<file path="src/hasp_pkg.sv">
// Functional notes
// - rx config write: 80ns irq, 60ns status
// - power write: 165 self, 170 irq, 160 status
// - timer config write: 55 self, 170 count
// - ptp command write: 70 irq, 50 statuses
// - ptp status write: 60ns before irq read
// - ptp enable write: 60ns before irq read
// - pin event write: 60ns before irq read
// - read pairs keep their own minimum wait
// - probe reads may fill any wait
// - wait arms only after dword-completing access
// - rx data pop: 135ns before rx info
// - rx status pop: 135ns before rx info
// - tx status pop: 135ns before tx info
// - drop counter read: 180ns before reread
// - any write: 45ns before rereading it
package hasp_pkg;
   // reference clock period
   localparam int CLK_NS = 10;
   // bus widths
   localparam int ADDR_W = 16;
   localparam int DATA_W = 16;
   localparam int GAP_W  = 8;
   // saturation value of the elapsed counter
   localparam logic [GAP_W-1:0] GAP_MAX = 8'hff;
   // byte-order probe register address
   localparam logic [ADDR_W-1:0] PROBE_ADDR = 16'h00fc;
   // strobe length of one bus access
   localparam int STROBE_NS = 40;
   localparam logic [2:0] STROBE_CYC = 3'((STROBE_NS + CLK_NS - 1) / CLK_NS);
   // minimum waits in ns, as given
   localparam int RXCFG_IRQ_NS  = 80;
   localparam int RXCFG_TOP_NS  = 60;
   localparam int PWR_SELF_NS   = 165;
   localparam int PWR_IRQ_NS    = 170;
   localparam int PWR_TOP_NS    = 160;
   localparam int GPT_SELF_NS   = 55;
   localparam int GP_TIMER_COUNT_REG_NS    = 170;
   localparam int PTP_IRQ_NS    = 70;
   localparam int PTP_STS_NS    = 50;
   localparam int PTP_EVT_NS    = 60;
   localparam int QUEUE_NS      = 135;
   localparam int DROP_NS       = 180;
   localparam int ANY_WR_NS     = 45;
   // minimum waits in whole cycles, rounded up
   localparam logic [GAP_W-1:0] RXCFG_IRQ_CYC = 8'((RXCFG_IRQ_NS + CLK_NS - 1) / CLK_NS);
   localparam logic [GAP_W-1:0] RXCFG_TOP_CYC = 8'((RXCFG_TOP_NS + CLK_NS - 1) / CLK_NS);
   localparam logic [GAP_W-1:0] PWR_SELF_CYC  = 8'((PWR_SELF_NS + CLK_NS - 1) / CLK_NS);
   localparam logic [GAP_W-1:0] PWR_IRQ_CYC   = 8'((PWR_IRQ_NS + CLK_NS - 1) / CLK_NS);
   localparam logic [GAP_W-1:0] PWR_TOP_CYC   = 8'((PWR_TOP_NS + CLK_NS - 1) / CLK_NS);
   localparam logic [GAP_W-1:0] GPT_SELF_CYC  = 8'((GPT_SELF_NS + CLK_NS - 1) / CLK_NS);
   localparam logic [GAP_W-1:0] GP_TIMER_COUNT_REG_CYC   = 8'((GP_TIMER_COUNT_REG_NS + CLK_NS - 1) / CLK_NS);
   localparam logic [GAP_W-1:0] PTP_IRQ_CYC   = 8'((PTP_IRQ_NS + CLK_NS - 1) / CLK_NS);
   localparam logic [GAP_W-1:0] PTP_STS_CYC   = 8'((PTP_STS_NS + CLK_NS - 1) / CLK_NS);
   localparam logic [GAP_W-1:0] PTP_EVT_CYC   = 8'((PTP_EVT_NS + CLK_NS - 1) / CLK_NS);
   localparam logic [GAP_W-1:0] QUEUE_CYC     = 8'((QUEUE_NS + CLK_NS - 1) / CLK_NS);
   localparam logic [GAP_W-1:0] DROP_CYC      = 8'((DROP_NS + CLK_NS - 1) / CLK_NS);
   localparam logic [GAP_W-1:0] ANY_WR_CYC    = 8'((ANY_WR_NS + CLK_NS - 1) / CLK_NS);
   // resource classes that the spacing depends on
   typedef enum logic [4:0] {
      RES_OTHER, RES_RX_CFG, RES_IRQ_CFG, RES_TOP_STS, RES_PWR_CTRL,
      RES_GP_TIMER_CONFIG_REG, RES_GP_TIMER_COUNT_REG, RES_PTP_CMD, RES_PTP_STS, RES_PTP_EN,
      RES_PIN_EVT, RES_RX_DATA, RES_RX_STS, RES_TX_STS, RES_RX_QINFO,
      RES_TX_QINFO, RES_RX_DROP
   } hasp_res_t;
endpackage

</file>
<file path="src/hasp_gap_if.sv">
`timescale 1ns/1ps
// previous and next access, and the wait that the pair needs
interface hasp_gap_if;
   import hasp_pkg::*;
   logic                    prev_valid; // a completed access is on record
   logic                    prev_write; // that access was a write
   hasp_res_t               prev_res;   // its resource class
   logic                    same_addr;  // next access hits the same address
   logic                    next_write; // next access is a write
   hasp_res_t               next_res;   // next resource class
   logic [GAP_W-1:0]        gap_cyc;    // cycles needed before next read
   modport seq (output prev_valid, prev_write, prev_res, same_addr, next_write, next_res,
                input gap_cyc);
   modport lookup (input prev_valid, prev_write, prev_res, same_addr, next_write, next_res,
                   output gap_cyc);
endinterface

</file>
<file path="src/hasp_gap_lookup.sv">
`timescale 1ns/1ps
// pair table: cycles to hold a read after the last completed access
module hasp_gap_lookup (
   // pair under test
   hasp_gap_if.lookup g
);
   import hasp_pkg::*;

   // wait for one specific pair, zero when the pair is free
   function automatic logic [GAP_W-1:0] pair_gap(input logic pw, input hasp_res_t pr,
                                                 input hasp_res_t nr);
      logic [GAP_W-1:0] v;
      v = '0;
      if (pw) begin
         unique case (pr)
            RES_RX_CFG: begin
               if (nr == RES_IRQ_CFG) v = RXCFG_IRQ_CYC;
               if (nr == RES_TOP_STS) v = RXCFG_TOP_CYC;
            end
            RES_PWR_CTRL: begin
               if (nr == RES_PWR_CTRL) v = PWR_SELF_CYC;
               if (nr == RES_IRQ_CFG) v = PWR_IRQ_CYC;
               if (nr == RES_TOP_STS) v = PWR_TOP_CYC;
            end
            RES_GP_TIMER_CONFIG_REG: begin
               if (nr == RES_GP_TIMER_CONFIG_REG) v = GPT_SELF_CYC;
               if (nr == RES_GP_TIMER_COUNT_REG) v = GP_TIMER_COUNT_REG_CYC;
            end
            RES_PTP_CMD: begin
               if (nr == RES_IRQ_CFG) v = PTP_IRQ_CYC;
               if (nr == RES_TOP_STS || nr == RES_PTP_STS) v = PTP_STS_CYC;
            end
            // status, enable and pin event writes all gate the irq line
            RES_PTP_STS, RES_PTP_EN, RES_PIN_EVT: begin
               if (nr == RES_IRQ_CFG) v = PTP_EVT_CYC;
            end
            default: v = '0;
         endcase
      end else begin
         unique case (pr)
            // fifo pops take time to show in the queue info registers
            RES_RX_DATA, RES_RX_STS: begin
               if (nr == RES_RX_QINFO) v = QUEUE_CYC;
            end
            RES_TX_STS: begin
               if (nr == RES_TX_QINFO) v = QUEUE_CYC;
            end
            RES_RX_DROP: begin
               if (nr == RES_RX_DROP) v = DROP_CYC;
            end
            default: v = '0;
         endcase
      end
      return v;
   endfunction

   // worst of the pair wait and the same-address write floor
   always_comb begin
      logic [GAP_W-1:0] p;
      p = pair_gap(g.prev_write, g.prev_res, g.next_res);
      g.gap_cyc = '0;
      if (g.prev_valid && !g.next_write) begin
         g.gap_cyc = p;
         if (g.prev_write && g.same_addr && p < ANY_WR_CYC) begin
            g.gap_cyc = ANY_WR_CYC;
         end
      end
   end
endmodule

</file>
<file path="src/hasp_seq.sv">
`timescale 1ns/1ps
// host access sequencer: runs client accesses on the device bus and
// holds each read back until the wait since the last access is met
module hasp_seq (
   // clock and reset
   input  wire logic                          i_ref_clk,
   input  wire logic                          i_reset_n,
   // client request
   input  wire logic                          i_req_valid,
   input  wire logic                          i_req_write,
   input  wire logic                          i_req_last,
   input  wire hasp_pkg::hasp_res_t           i_req_res,
   input  wire logic [hasp_pkg::ADDR_W-1:0]   i_req_addr,
   input  wire logic [hasp_pkg::DATA_W-1:0]   i_req_wdata,
   input  wire logic                          i_probe_mode,
   output logic                               o_req_ready,
   // client answer
   output logic                               o_resp_valid,
   output logic [hasp_pkg::DATA_W-1:0]        o_resp_data,
   // device bus pins
   output logic                               o_bus_cs_n,
   output logic                               o_bus_rd_n,
   output logic                               o_bus_wr_n,
   output logic [hasp_pkg::ADDR_W-1:0]        o_bus_addr,
   input  wire logic [hasp_pkg::DATA_W-1:0]   i_bus_data,
   output logic [hasp_pkg::DATA_W-1:0]        o_bus_data,
   output logic                               o_bus_data_oe_n
);
   import hasp_pkg::*;

   // sequencer states
   typedef enum logic [2:0] {
      ST_IDLE, ST_WAIT, ST_STROBE, ST_RECOVER
   } hasp_state_t;

   hasp_state_t               state_reg, state_next;       // sequencer state
   logic [2:0]                strobe_reg, strobe_next;     // cycles into strobe
   logic                      probe_reg, probe_next;       // strobe is a dummy probe read
   // current request
   logic                      cur_write_reg, cur_write_next;
   logic                      cur_last_reg, cur_last_next;
   hasp_res_t                 cur_res_reg, cur_res_next;
   logic [ADDR_W-1:0]         cur_addr_reg, cur_addr_next;
   logic [DATA_W-1:0]         cur_wdata_reg, cur_wdata_next;
   // last completed access
   logic                      prev_valid_reg, prev_valid_next;
   logic                      prev_write_reg, prev_write_next;
   hasp_res_t                 prev_res_reg, prev_res_next;
   logic [ADDR_W-1:0]         prev_addr_reg, prev_addr_next;
   logic [GAP_W-1:0]          elapsed_reg, elapsed_next;   // cycles since last completing access ended
   // pin and client outputs
   logic                      ready_reg, ready_next;
   logic                      resp_valid_reg, resp_valid_next;
   logic [DATA_W-1:0]         resp_data_reg, resp_data_next;
   logic                      cs_n_reg, cs_n_next;
   logic                      rd_n_reg, rd_n_next;
   logic                      wr_n_reg, wr_n_next;
   logic [ADDR_W-1:0]         addr_reg, addr_next;
   logic [DATA_W-1:0]         wdata_reg, wdata_next;
   logic                      oe_n_reg, oe_n_next;
   // read data synchroniser
   logic [DATA_W-1:0]         rd_sync1_reg, rd_sync2_reg;
   // decode helpers
   logic                      gap_ok;                      // wait before this read is met
   logic                      launch_rd;                   // real read strobe starts next
   logic                      strobe_end;                  // last strobe cycle

   // pair lookup
   hasp_gap_if gap_bus ();

   assign gap_bus.prev_valid = prev_valid_reg;
   assign gap_bus.prev_write = prev_write_reg;
   assign gap_bus.prev_res   = prev_res_reg;
   assign gap_bus.same_addr  = (prev_addr_reg == cur_addr_reg);
   assign gap_bus.next_write = cur_write_reg;
   assign gap_bus.next_res   = cur_res_reg;

   hasp_gap_lookup u_lookup (
      .g (gap_bus.lookup)
   );

   // pin data passes two flops before anything reads it
   always_ff @(posedge i_ref_clk or negedge i_reset_n) begin
      if (!i_reset_n) begin
         rd_sync1_reg <= '0;
         rd_sync2_reg <= '0;
      end else begin
         rd_sync1_reg <= i_bus_data;
         rd_sync2_reg <= rd_sync1_reg;
      end
   end

   assign gap_ok     = (elapsed_reg >= gap_bus.gap_cyc);
   assign strobe_end = (state_reg == ST_STROBE) && (strobe_reg == STROBE_CYC - 3'h1);
   assign launch_rd  = (state_reg == ST_WAIT) && !cur_write_reg && gap_ok;

   // next state, request capture, pins and answer
   always_comb begin
      state_next      = state_reg;
      strobe_next     = strobe_reg;
      probe_next      = probe_reg;
      cur_write_next  = cur_write_reg;
      cur_last_next   = cur_last_reg;
      cur_res_next    = cur_res_reg;
      cur_addr_next   = cur_addr_reg;
      cur_wdata_next  = cur_wdata_reg;
      prev_valid_next = prev_valid_reg;
      prev_write_next = prev_write_reg;
      prev_res_next   = prev_res_reg;
      prev_addr_next  = prev_addr_reg;
      resp_valid_next = 1'b0;
      resp_data_next  = resp_data_reg;
      // elapsed time saturates so long idles stay valid
      elapsed_next    = (elapsed_reg == GAP_MAX) ? elapsed_reg : elapsed_reg + 8'h01;
      unique case (state_reg)
         // take one request when ready
         ST_IDLE: begin
            if (i_req_valid) begin
               cur_write_next = i_req_write;
               cur_last_next  = i_req_last;
               cur_res_next   = i_req_res;
               cur_addr_next  = i_req_addr;
               cur_wdata_next = i_req_wdata;
               state_next     = ST_WAIT;
            end
         end
         // writes go at once; reads hold until the pair wait is met
         ST_WAIT: begin
            strobe_next = '0;
            if (cur_write_reg || gap_ok) begin
               probe_next = 1'b0;
               state_next = ST_STROBE;
            end else if (i_probe_mode) begin
               probe_next = 1'b1;
               state_next = ST_STROBE;
            end
         end
         // hold the strobe for its full length
         ST_STROBE: begin
            strobe_next = strobe_reg + 3'h1;
            if (strobe_end) begin
               if (probe_reg) begin
                  // dummy read burns time only; re-check the wait
                  state_next = ST_WAIT;
               end else begin
                  state_next      = ST_RECOVER;
                  resp_valid_next = !cur_write_reg;
                  resp_data_next  = rd_sync2_reg;
                  // only a dword-completing access starts a new wait
                  if (cur_last_reg) begin
                     prev_valid_next = 1'b1;
                     prev_write_next = cur_write_reg;
                     prev_res_next   = cur_res_reg;
                     prev_addr_next  = cur_addr_reg;
                     elapsed_next    = '0;
                  end
               end
            end
         end
         // one idle cycle between bus accesses
         ST_RECOVER: begin
            state_next = ST_IDLE;
         end
      endcase
      // pins follow the next state so they come straight from flops
      ready_next = (state_next == ST_IDLE);
      cs_n_next  = (state_next != ST_STROBE);
      rd_n_next  = !((state_next == ST_STROBE) && (probe_next || !cur_write_next));
      wr_n_next  = !((state_next == ST_STROBE) && !probe_next && cur_write_next);
      addr_next  = probe_next ? PROBE_ADDR : cur_addr_next;
      wdata_next = cur_wdata_next;
      oe_n_next  = wr_n_next;
   end

   // register all state
   always_ff @(posedge i_ref_clk or negedge i_reset_n) begin
      if (!i_reset_n) begin
         state_reg      <= ST_IDLE;
         strobe_reg     <= '0;
         probe_reg      <= 1'b0;
         cur_write_reg  <= 1'b0;
         cur_last_reg   <= 1'b0;
         cur_res_reg    <= RES_OTHER;
         cur_addr_reg   <= '0;
         cur_wdata_reg  <= '0;
         prev_valid_reg <= 1'b0;
         prev_write_reg <= 1'b0;
         prev_res_reg   <= RES_OTHER;
         prev_addr_reg  <= '0;
         elapsed_reg    <= GAP_MAX;
         ready_reg      <= 1'b0;
         resp_valid_reg <= 1'b0;
         resp_data_reg  <= '0;
         cs_n_reg       <= 1'b1;
         rd_n_reg       <= 1'b1;
         wr_n_reg       <= 1'b1;
         addr_reg       <= '0;
         wdata_reg      <= '0;
         oe_n_reg       <= 1'b1;
      end else begin
         state_reg      <= state_next;
         strobe_reg     <= strobe_next;
         probe_reg      <= probe_next;
         cur_write_reg  <= cur_write_next;
         cur_last_reg   <= cur_last_next;
         cur_res_reg    <= cur_res_next;
         cur_addr_reg   <= cur_addr_next;
         cur_wdata_reg  <= cur_wdata_next;
         prev_valid_reg <= prev_valid_next;
         prev_write_reg <= prev_write_next;
         prev_res_reg   <= prev_res_next;
         prev_addr_reg  <= prev_addr_next;
         elapsed_reg    <= elapsed_next;
         ready_reg      <= ready_next;
         resp_valid_reg <= resp_valid_next;
         resp_data_reg  <= resp_data_next;
         cs_n_reg       <= cs_n_next;
         rd_n_reg       <= rd_n_next;
         wr_n_reg       <= wr_n_next;
         addr_reg       <= addr_next;
         wdata_reg      <= wdata_next;
         oe_n_reg       <= oe_n_next;
      end
   end

   // outputs
   assign o_req_ready     = ready_reg;
   assign o_resp_valid    = resp_valid_reg;
   assign o_resp_data     = resp_data_reg;
   assign o_bus_cs_n      = cs_n_reg;
   assign o_bus_rd_n      = rd_n_reg;
   assign o_bus_wr_n      = wr_n_reg;
   assign o_bus_addr      = addr_reg;
   assign o_bus_data      = wdata_reg;
   assign o_bus_data_oe_n = oe_n_reg;

   // helpers: a read of the given pair is about to launch
   logic after_wr;
   logic after_rd;
   assign after_wr = launch_rd && prev_valid_reg && prev_write_reg;
   assign after_rd = launch_rd && prev_valid_reg && !prev_write_reg;
endmodule

</file>
<file path="config.mk">
export PLATFORM = sky130hd
export DESIGN_NAME = hasp_seq
export DESIGN_NICKNAME = d
export VERILOG_FILES = /design/src/hasp_pkg.sv /design/src/hasp_gap_if.sv /design/src/hasp_gap_lookup.sv /design/src/hasp_seq.sv
export SDC_FILE = /design/constraint.sdc
export NUM_CORES = 1
export LEC_CHECK = 0
export BUFFER_PORTS_ARGS = -buffer_cell sky130_fd_sc_hd__buf_2
export CAP_MARGIN = 20
export CORE_MARGIN = 5
export CORE_UTILIZATION = 45
export DETAILED_ROUTE_END_ITERATION = 8
export PLACE_DENSITY = 0.67
export SLEW_MARGIN = 20
export SYNTH_ARGS = -nofsm -noshare
export SYNTH_HDL_FRONTEND = slang
export SYNTH_SLANG_ARGS = --single-unit
</file>
<file path="constraint.sdc">
create_clock -name i_ref_clk -period 8.9 [get_ports i_ref_clk]
set_input_delay 2.225 -clock i_ref_clk [delete_from_list [all_inputs] [get_ports i_ref_clk]]
set_output_delay 2.225 -clock i_ref_clk [all_outputs]
set_load 0.03 [all_outputs]
</file>
==> results of run 1 <==
==> kinds of logic (layout without fill, tap and decap cells) <==
logic type | count (synthesis) | after routing | share of synthesized area (%)
and+or+nand+nor | 164 | 164 | 13.80
buffers and inverters | 28 | 152 | 2.042
muxes | 59 | 59 | 11.19
xor gates and xnor gates | 20 | 20 | 2.977
adders and majority gates | 8 | 8 | 1.701
AOI/OAI and AO/OA | 50 | 50 | 5.955
DFF | 146 | 146 | 62.34
==> worst paths after layout <==
check / end / start / slack (ns) / depth (start not counted)
worst max-delay path: o_bus_addr[4]$_DFF_PN0_ / gap_bus.prev_res[3]$_DFFE_PN0P_ / 4.97 / 12
worst min-delay path: rd_sync2_reg[1]$_DFF_PN0_ / rd_sync1_reg[1]$_DFF_PN0_ / 0.35 / 0
worst max register to register: o_bus_addr[4]$_DFF_PN0_ / gap_bus.prev_res[3]$_DFFE_PN0P_ / 4.97 / 12
worst min register to register: rd_sync2_reg[1]$_DFF_PN0_ / rd_sync1_reg[1]$_DFF_PN0_ / 0.35 / 0
max in group asynchronous: cur_addr_reg[4]$_DFF_PN0_ / i_reset_n / 5.73 / 2
min in group asynchronous: o_resp_data[5]$_DFFE_PN0P_ / i_reset_n / 1.80 / 1
==> power by group <==
part           switching, mW  internal, mW  total (mW)  leakage [nW]
Combinational          0.565         0.400       0.964          1.33
Sequential             0.203         0.927        1.13          1.75
Clock                  0.270         0.427       0.697         0.278
Total                   1.04          1.75        2.79          3.36
==> routing by layer <==
layer  GRT usage (%)  part of all wire [%]  up-vias
li1                -                     -     1848
met1           20.14                    44     1903
met2           26.24                    49       90
met3           6.304                   5.6       10
met4           5.351                   1.1        0
met5               0                     0        -
==> per-stage QoR <==
| step | power (mW) | util (%) | worst slack, ns |
|---|---|---|---|
| 2_1_floorplan | 1.827 | - | 5.400 |
| 3_3_place_gp | 2.071 | 51.72 | 4.894 |
| 3_5_place_dp | 2.115 | 51.72 | 4.818 |
| 4_1_cts | 2.826 | 56.34 | 4.947 |
| 5_1_grt | 2.975 | 56.34 | 4.756 |
| 6_report | 2.791 | 56.34 | 4.975 |
==> synthesized netlist by cell type (all sizes together), types with 7 or more instances <==
library cell	count	share of area, %
dfrtp	135	57
nand2	80	5.1
mux2	54	10
nor2	20	1.3
xnor2	14	2.1
buf	11	0.96
dfstp	11	4.9
nor2b	11	1.2
o21a	11	1.4
clkbuf	10	0.64
o21ai	10	0.85
ha	8	1.7
nor3	8	0.68
a21oi	7	0.66
inv	7	0.45
==> layout make-up <==
class,count,area (um2)
fillers,1103,5554
flip-flops and latches,146,3667
multi-input cells,301,2097
repair buffers,113,574.3
clock buffers,20,456.7
well taps,172,215.2
clock inverters,12,131.4
inverters,7,26.28
==> impl_metrics.tcl, run 1 <==
set metrics [dict create \
    grt_overflow 0 \
    final_cell_area_mm2 0.007168 \
    fmax_mhz 254.8 \
    critPathKind "register to register" \
    crit_arrival_ns 4.28 \
    portBuffers 112 \
    ys_ff_latch 146 \
    cts.clk_slew.worst_paths_ns 0.06 \
    grt_pass1_vias 4194 \
    drc 0 \
    status "completed" \
    critical_path.slowest_cell "or4b_4" \
    syn_avg_cell_area_um2 12.39 \
    place_hpwl_um 7953 \
    seq_area_frac_synth_pct 62.34 \
    cts_buffers 17 \
    rows 41 \
    h-tree-depth 4 \
    min_period_ns 3.925 \
    final_common_cell "dfrtp_1" \
    nNetsFinal 653 \
    gp_congestion 0.8824 \
    ir_worst_vdd_mv 0.2022 \
    maxSlewViolCount 0 \
    max_stage_delay_ns 0.54 \
    rsz0062_at_grt "no" \
    hp-class "register to register" \
    worstSetupStartpointType "register" \
    track_usage_pct 16.26 \
    core_region_area_mm2 0.01272 \
    whs_ns 0.3458 \
    io_pins 113 \
    grt_max_degree 76 \
    antenna_cells 0 \
    slew_headroom_pct 32.76 \
    antenna_found_initial 0 \
    vias 3851 \
    drt-pass1-iter-count 4 \
    yosys_most_used_dff "dfrtp_1" \
    final_cell_mix "dfrtp_1, buf_2, nand2_1" \
    power_density_mw_per_mm2 389.3 \
    finalSetupTns_ns 0 \
    grt_pass1_wl_um 20440 \
    totalWireLength_um 11680 \
    dieWidth_um 124.3 \
    area_growth_pct 21.84 \
    synth_enable_flop_cells 0 \
    routed_via_density 4.995 \
    fin_crit_sh_pct 44.10 \
    hold_buffers 0 \
    end_kind "register" \
    cts_root_buf "clkbuf_16" \
    crit_chain "or4b_4, or4_4, a31oi_2, nor4b_1, o21a_1, ha_1, a31oi_1, nor2b_1, o31ai_1, a21oi_2, nor2_1, or2_2" \
    wl_per_cell_um 15.15 \
    clock_skew_ns 0.006583 \
    stdcell_count 771 \
    critPathRequiredTime_ns 9.26 \
    die_area_mm2 0.01546 \
    cts_setup_buffers 0 \
    max-cap-violations 0 \
    antenna_left 0 \
    setup_viol 0 \
    yosys.cell_types.count 55 \
    hold_viol_final 0 \
    cts.sinks 146 \
    async_flop_share_pct 100.0 \
    postPlaceCellArea_mm2 0.006580 \
    drive_above_1_share_pct 37.23 \
    synth_nets 542 \
    syn-cell-area_mm2 0.005883 \
    start_util_pct 46.24 \
    cp_max_fo 10 \
    clk_latency_ns 0.42 \
    crit_buf_inv 0 \
    yosys_warnings 0 \
    cts_tree "done" \
    cts_buffer_depth 2 \
    post_cts_resized 0 \
    worst_pin_slew_ns 1.009 \
    cellLeakagePower_nw 3.355 \
    syn_inst 475 \
    drt_iter0_markers 277 \
    placed_cells 739 \
    die_h_um 124.3 \
    critPathTopFamily "simple AND/OR/NAND/NOR gates" \
]
Power figures use the tool's default switching activity.
==> run 2, diff against run 1 <==
PLACE_DENSITY = 0.7   (was 0.67)
clock period = 3.4 ns   (was 8.9 ns; I/O delays follow)
==> run 2 against run 1 <==
Against the previous run:
- final area grew 2.4%
- flip-flop and latch count is the same
- global-route usage shrank 0.41 points
- register-to-register slack lost 4.9 ns
- clock-buffer cell count grew 3
- via count grew 2.6%
- utilization grew 1.3 points
- combinational power grew to 2.8 times the previous value
- setup slack lost 4.9 ns
- largest cell class unchanged
- largest power group unchanged
==> impl_metrics.tcl, run 2 (synthesis gave the netlist of run 1 again) <==
set metrics [dict create \
    wl_per_cell_um 14.88 \
    postPlaceCellArea_mm2 0.006715 \
    nNetsFinal 670 \
    cts_buffers 17 \
    rows 41 \
    crit_arrival_ns 3.70 \
    cts_root_buf "clkbuf_16" \
    finalSetupTns_ns 0 \
    routed_via_density 5.020 \
    hp-class "register to register" \
    min_from "rd_sync1_reg[2]$_DFF_PN0_" \
    setup_viol 0 \
    antenna_left 0 \
    clk_latency_ns 0.41 \
    stdcell_count 787 \
    h-tree-depth 4 \
    fmax_mhz 296.9 \
    drc 0 \
    core_region_area_mm2 0.01272 \
    hold_end "rd_sync2_reg[2]$_DFF_PN0_" \
    final_cell_mix "dfrtp_1, buf_2, nand2_1" \
    worstSetupStartpointType "register" \
    status "completed" \
    whs_path_depth 0 \
    cts_buffer_depth 2 \
    maxSlewViolCount 0 \
    start_util_pct 46.24 \
    seq_area_mm2 0.003669 \
    drt_iter0_markers 164 \
    grt_pass1_vias 4163 \
    pre_cts_ws_ns -0.03734 \
    layout_setup_ws_ns 0.03236 \
    grt_pass1_wl_um 19860 \
    cts_tree "done" \
    multi_input_area_mm2 0.002128 \
    final_common_cell "dfrtp_1" \
    cts.clk_slew.worst_paths_ns 0.06 \
    rsz0062_at_grt "yes" \
    critPathKind "register to register" \
    final_cell_area_mm2 0.007337 \
    grt_overflow 0 \
    critPathRequiredTime_ns 3.73 \
    place_hpwl_um 8327 \
    grt_max_degree 62 \
    die_area_mm2 0.01546 \
    track_usage_pct 15.85 \
    die_h_um 124.3 \
    portBuffers 112 \
    drt-pass1-iter-count 5 \
    drive_above_1_share_pct 39.51 \
    max_stage_delay_ns 0.57 \
    hold_buffers 0 \
    timing.rr.end "o_bus_data_oe_n$_DFF_PN1_" \
    clock_skew_ns 0.01365 \
    area_growth_pct 24.71 \
    vias 3951 \
    antenna_found_initial 0 \
    ff2ff_setup_slack_ns 0.03 \
    power_density_mw_per_mm2 1013 \
    power_mw 7.432 \
    end_kind "register" \
    max-cap-violations 0 \
    fillCellCount 1097 \
    worst_pin_slew_ns 0.4970 \
    min_period_ns 3.368 \
    io_pins 113 \
    crit_buf_inv 1 \
    slew_headroom_pct 66.87 \
    cts.sinks 146 \
    crit_chain "or4b_4, or4_4, a31oi_4, nor4b_1, o21a_1, ha_1, a31oi_1, nor2b_1, o31ai_2, a21oi_2, nor2_2, buf_6, or3_1" \
    dieWidth_um 124.3 \
    cellLeakagePower_nw 3.451 \
    r2r_cells 13 \
    critPathTopFamily "simple AND/OR/NAND/NOR gates" \
    worstReg2RegStart "cur_res_reg[4]$_DFFE_PN0P_" \
    hold_viol_final 0 \
    ir_worst_vdd_mv 0.5145 \
    critical_path.slowest_cell "or4b_4" \
    antenna_cells 0 \
    placed_cells 755 \
    gp_congestion 0.8702 \
    cp_max_fo 10 \
    totalWireLength_um 11710 \
    fin_crit_sh_pct 99.05 \
]
run 2: cell types whose count changed in the layout (fill, tap and decap cells not counted), sizes merged:
cell,previous run,this run
buf,113,130
clkbuf,20,23
clkinv,5,3
clkinvlp,4,2
run 2: per-layer routing:
layer  share of wire [%]  vias up  wire length, um  global-route usage, %
met3                 5.4       15              634                  5.489
li1                    -     1889                -                      -
met2                  51       99             5964                  26.15
met1                  42     1948             4940                  19.18
met5                   0        -                0                      0
met4                 1.4        0              169                  6.125
run 2: layout make-up:
| type | instances | share of cell area [%] |
|---|---|---|
| sequential | 146 | 50.00 |
| multi-input combinational | 301 | 29.01 |
| timing repair buffer | 130 | 9.789 |
| clock buffer | 23 | 6.514 |
| tap | 172 | 2.933 |
| clock inverter | 8 | 1.398 |
| inverter | 7 | 0.3581 |
run 2: worst max path at each step:
stage	cells past startpoint	startpoint	end
2_1_floorplan	13	gap_bus.prev_res[3]$_DFFE_PN0P_	o_bus_data_oe_n$_DFF_PN1_
3_3_place_gp	12	cur_res_reg[4]$_DFFE_PN0P_	o_bus_rd_n$_DFF_PN1_
3_5_place_dp	12	cur_res_reg[4]$_DFFE_PN0P_	o_bus_rd_n$_DFF_PN1_
4_1_cts	12	cur_res_reg[4]$_DFFE_PN0P_	o_bus_rd_n$_DFF_PN1_
5_1_grt	13	cur_res_reg[4]$_DFFE_PN0P_	o_bus_data_oe_n$_DFF_PN1_
6_report	13	cur_res_reg[4]$_DFFE_PN0P_	o_bus_data_oe_n$_DFF_PN1_
run 2: what timing repair did:
| action | CTS | global route |
|---|---|---|
| pin swaps | 0 | 1 |
| gates resized for setup | 1 | 8 |
| setup buffers | 1 | 0 |
| setup endpoints to repair | 2 | 22 |
run 2: stage by stage:
| step | utilization [%] | hold WS [ns] |
|---|---|---|
| after floorplan | - | 0.3312 |
| after global placement | 52.78 | 0.3326 |
| after detailed placement | 52.78 | 0.3358 |
| after CTS | 57.41 | 0.3486 |
| after global routing | 57.67 | 0.3510 |
| final | 57.67 | 0.3453 |
run 2: where the power goes:
group | internal (mW) | switching, mW | total, mW | leakage (nW)
Clock | 1.13 | 0.652 | 1.79 | 0.280
Sequential | 2.43 | 0.506 | 2.94 | 1.75
Combinational | 1.15 | 1.56 | 2.71 | 1.42
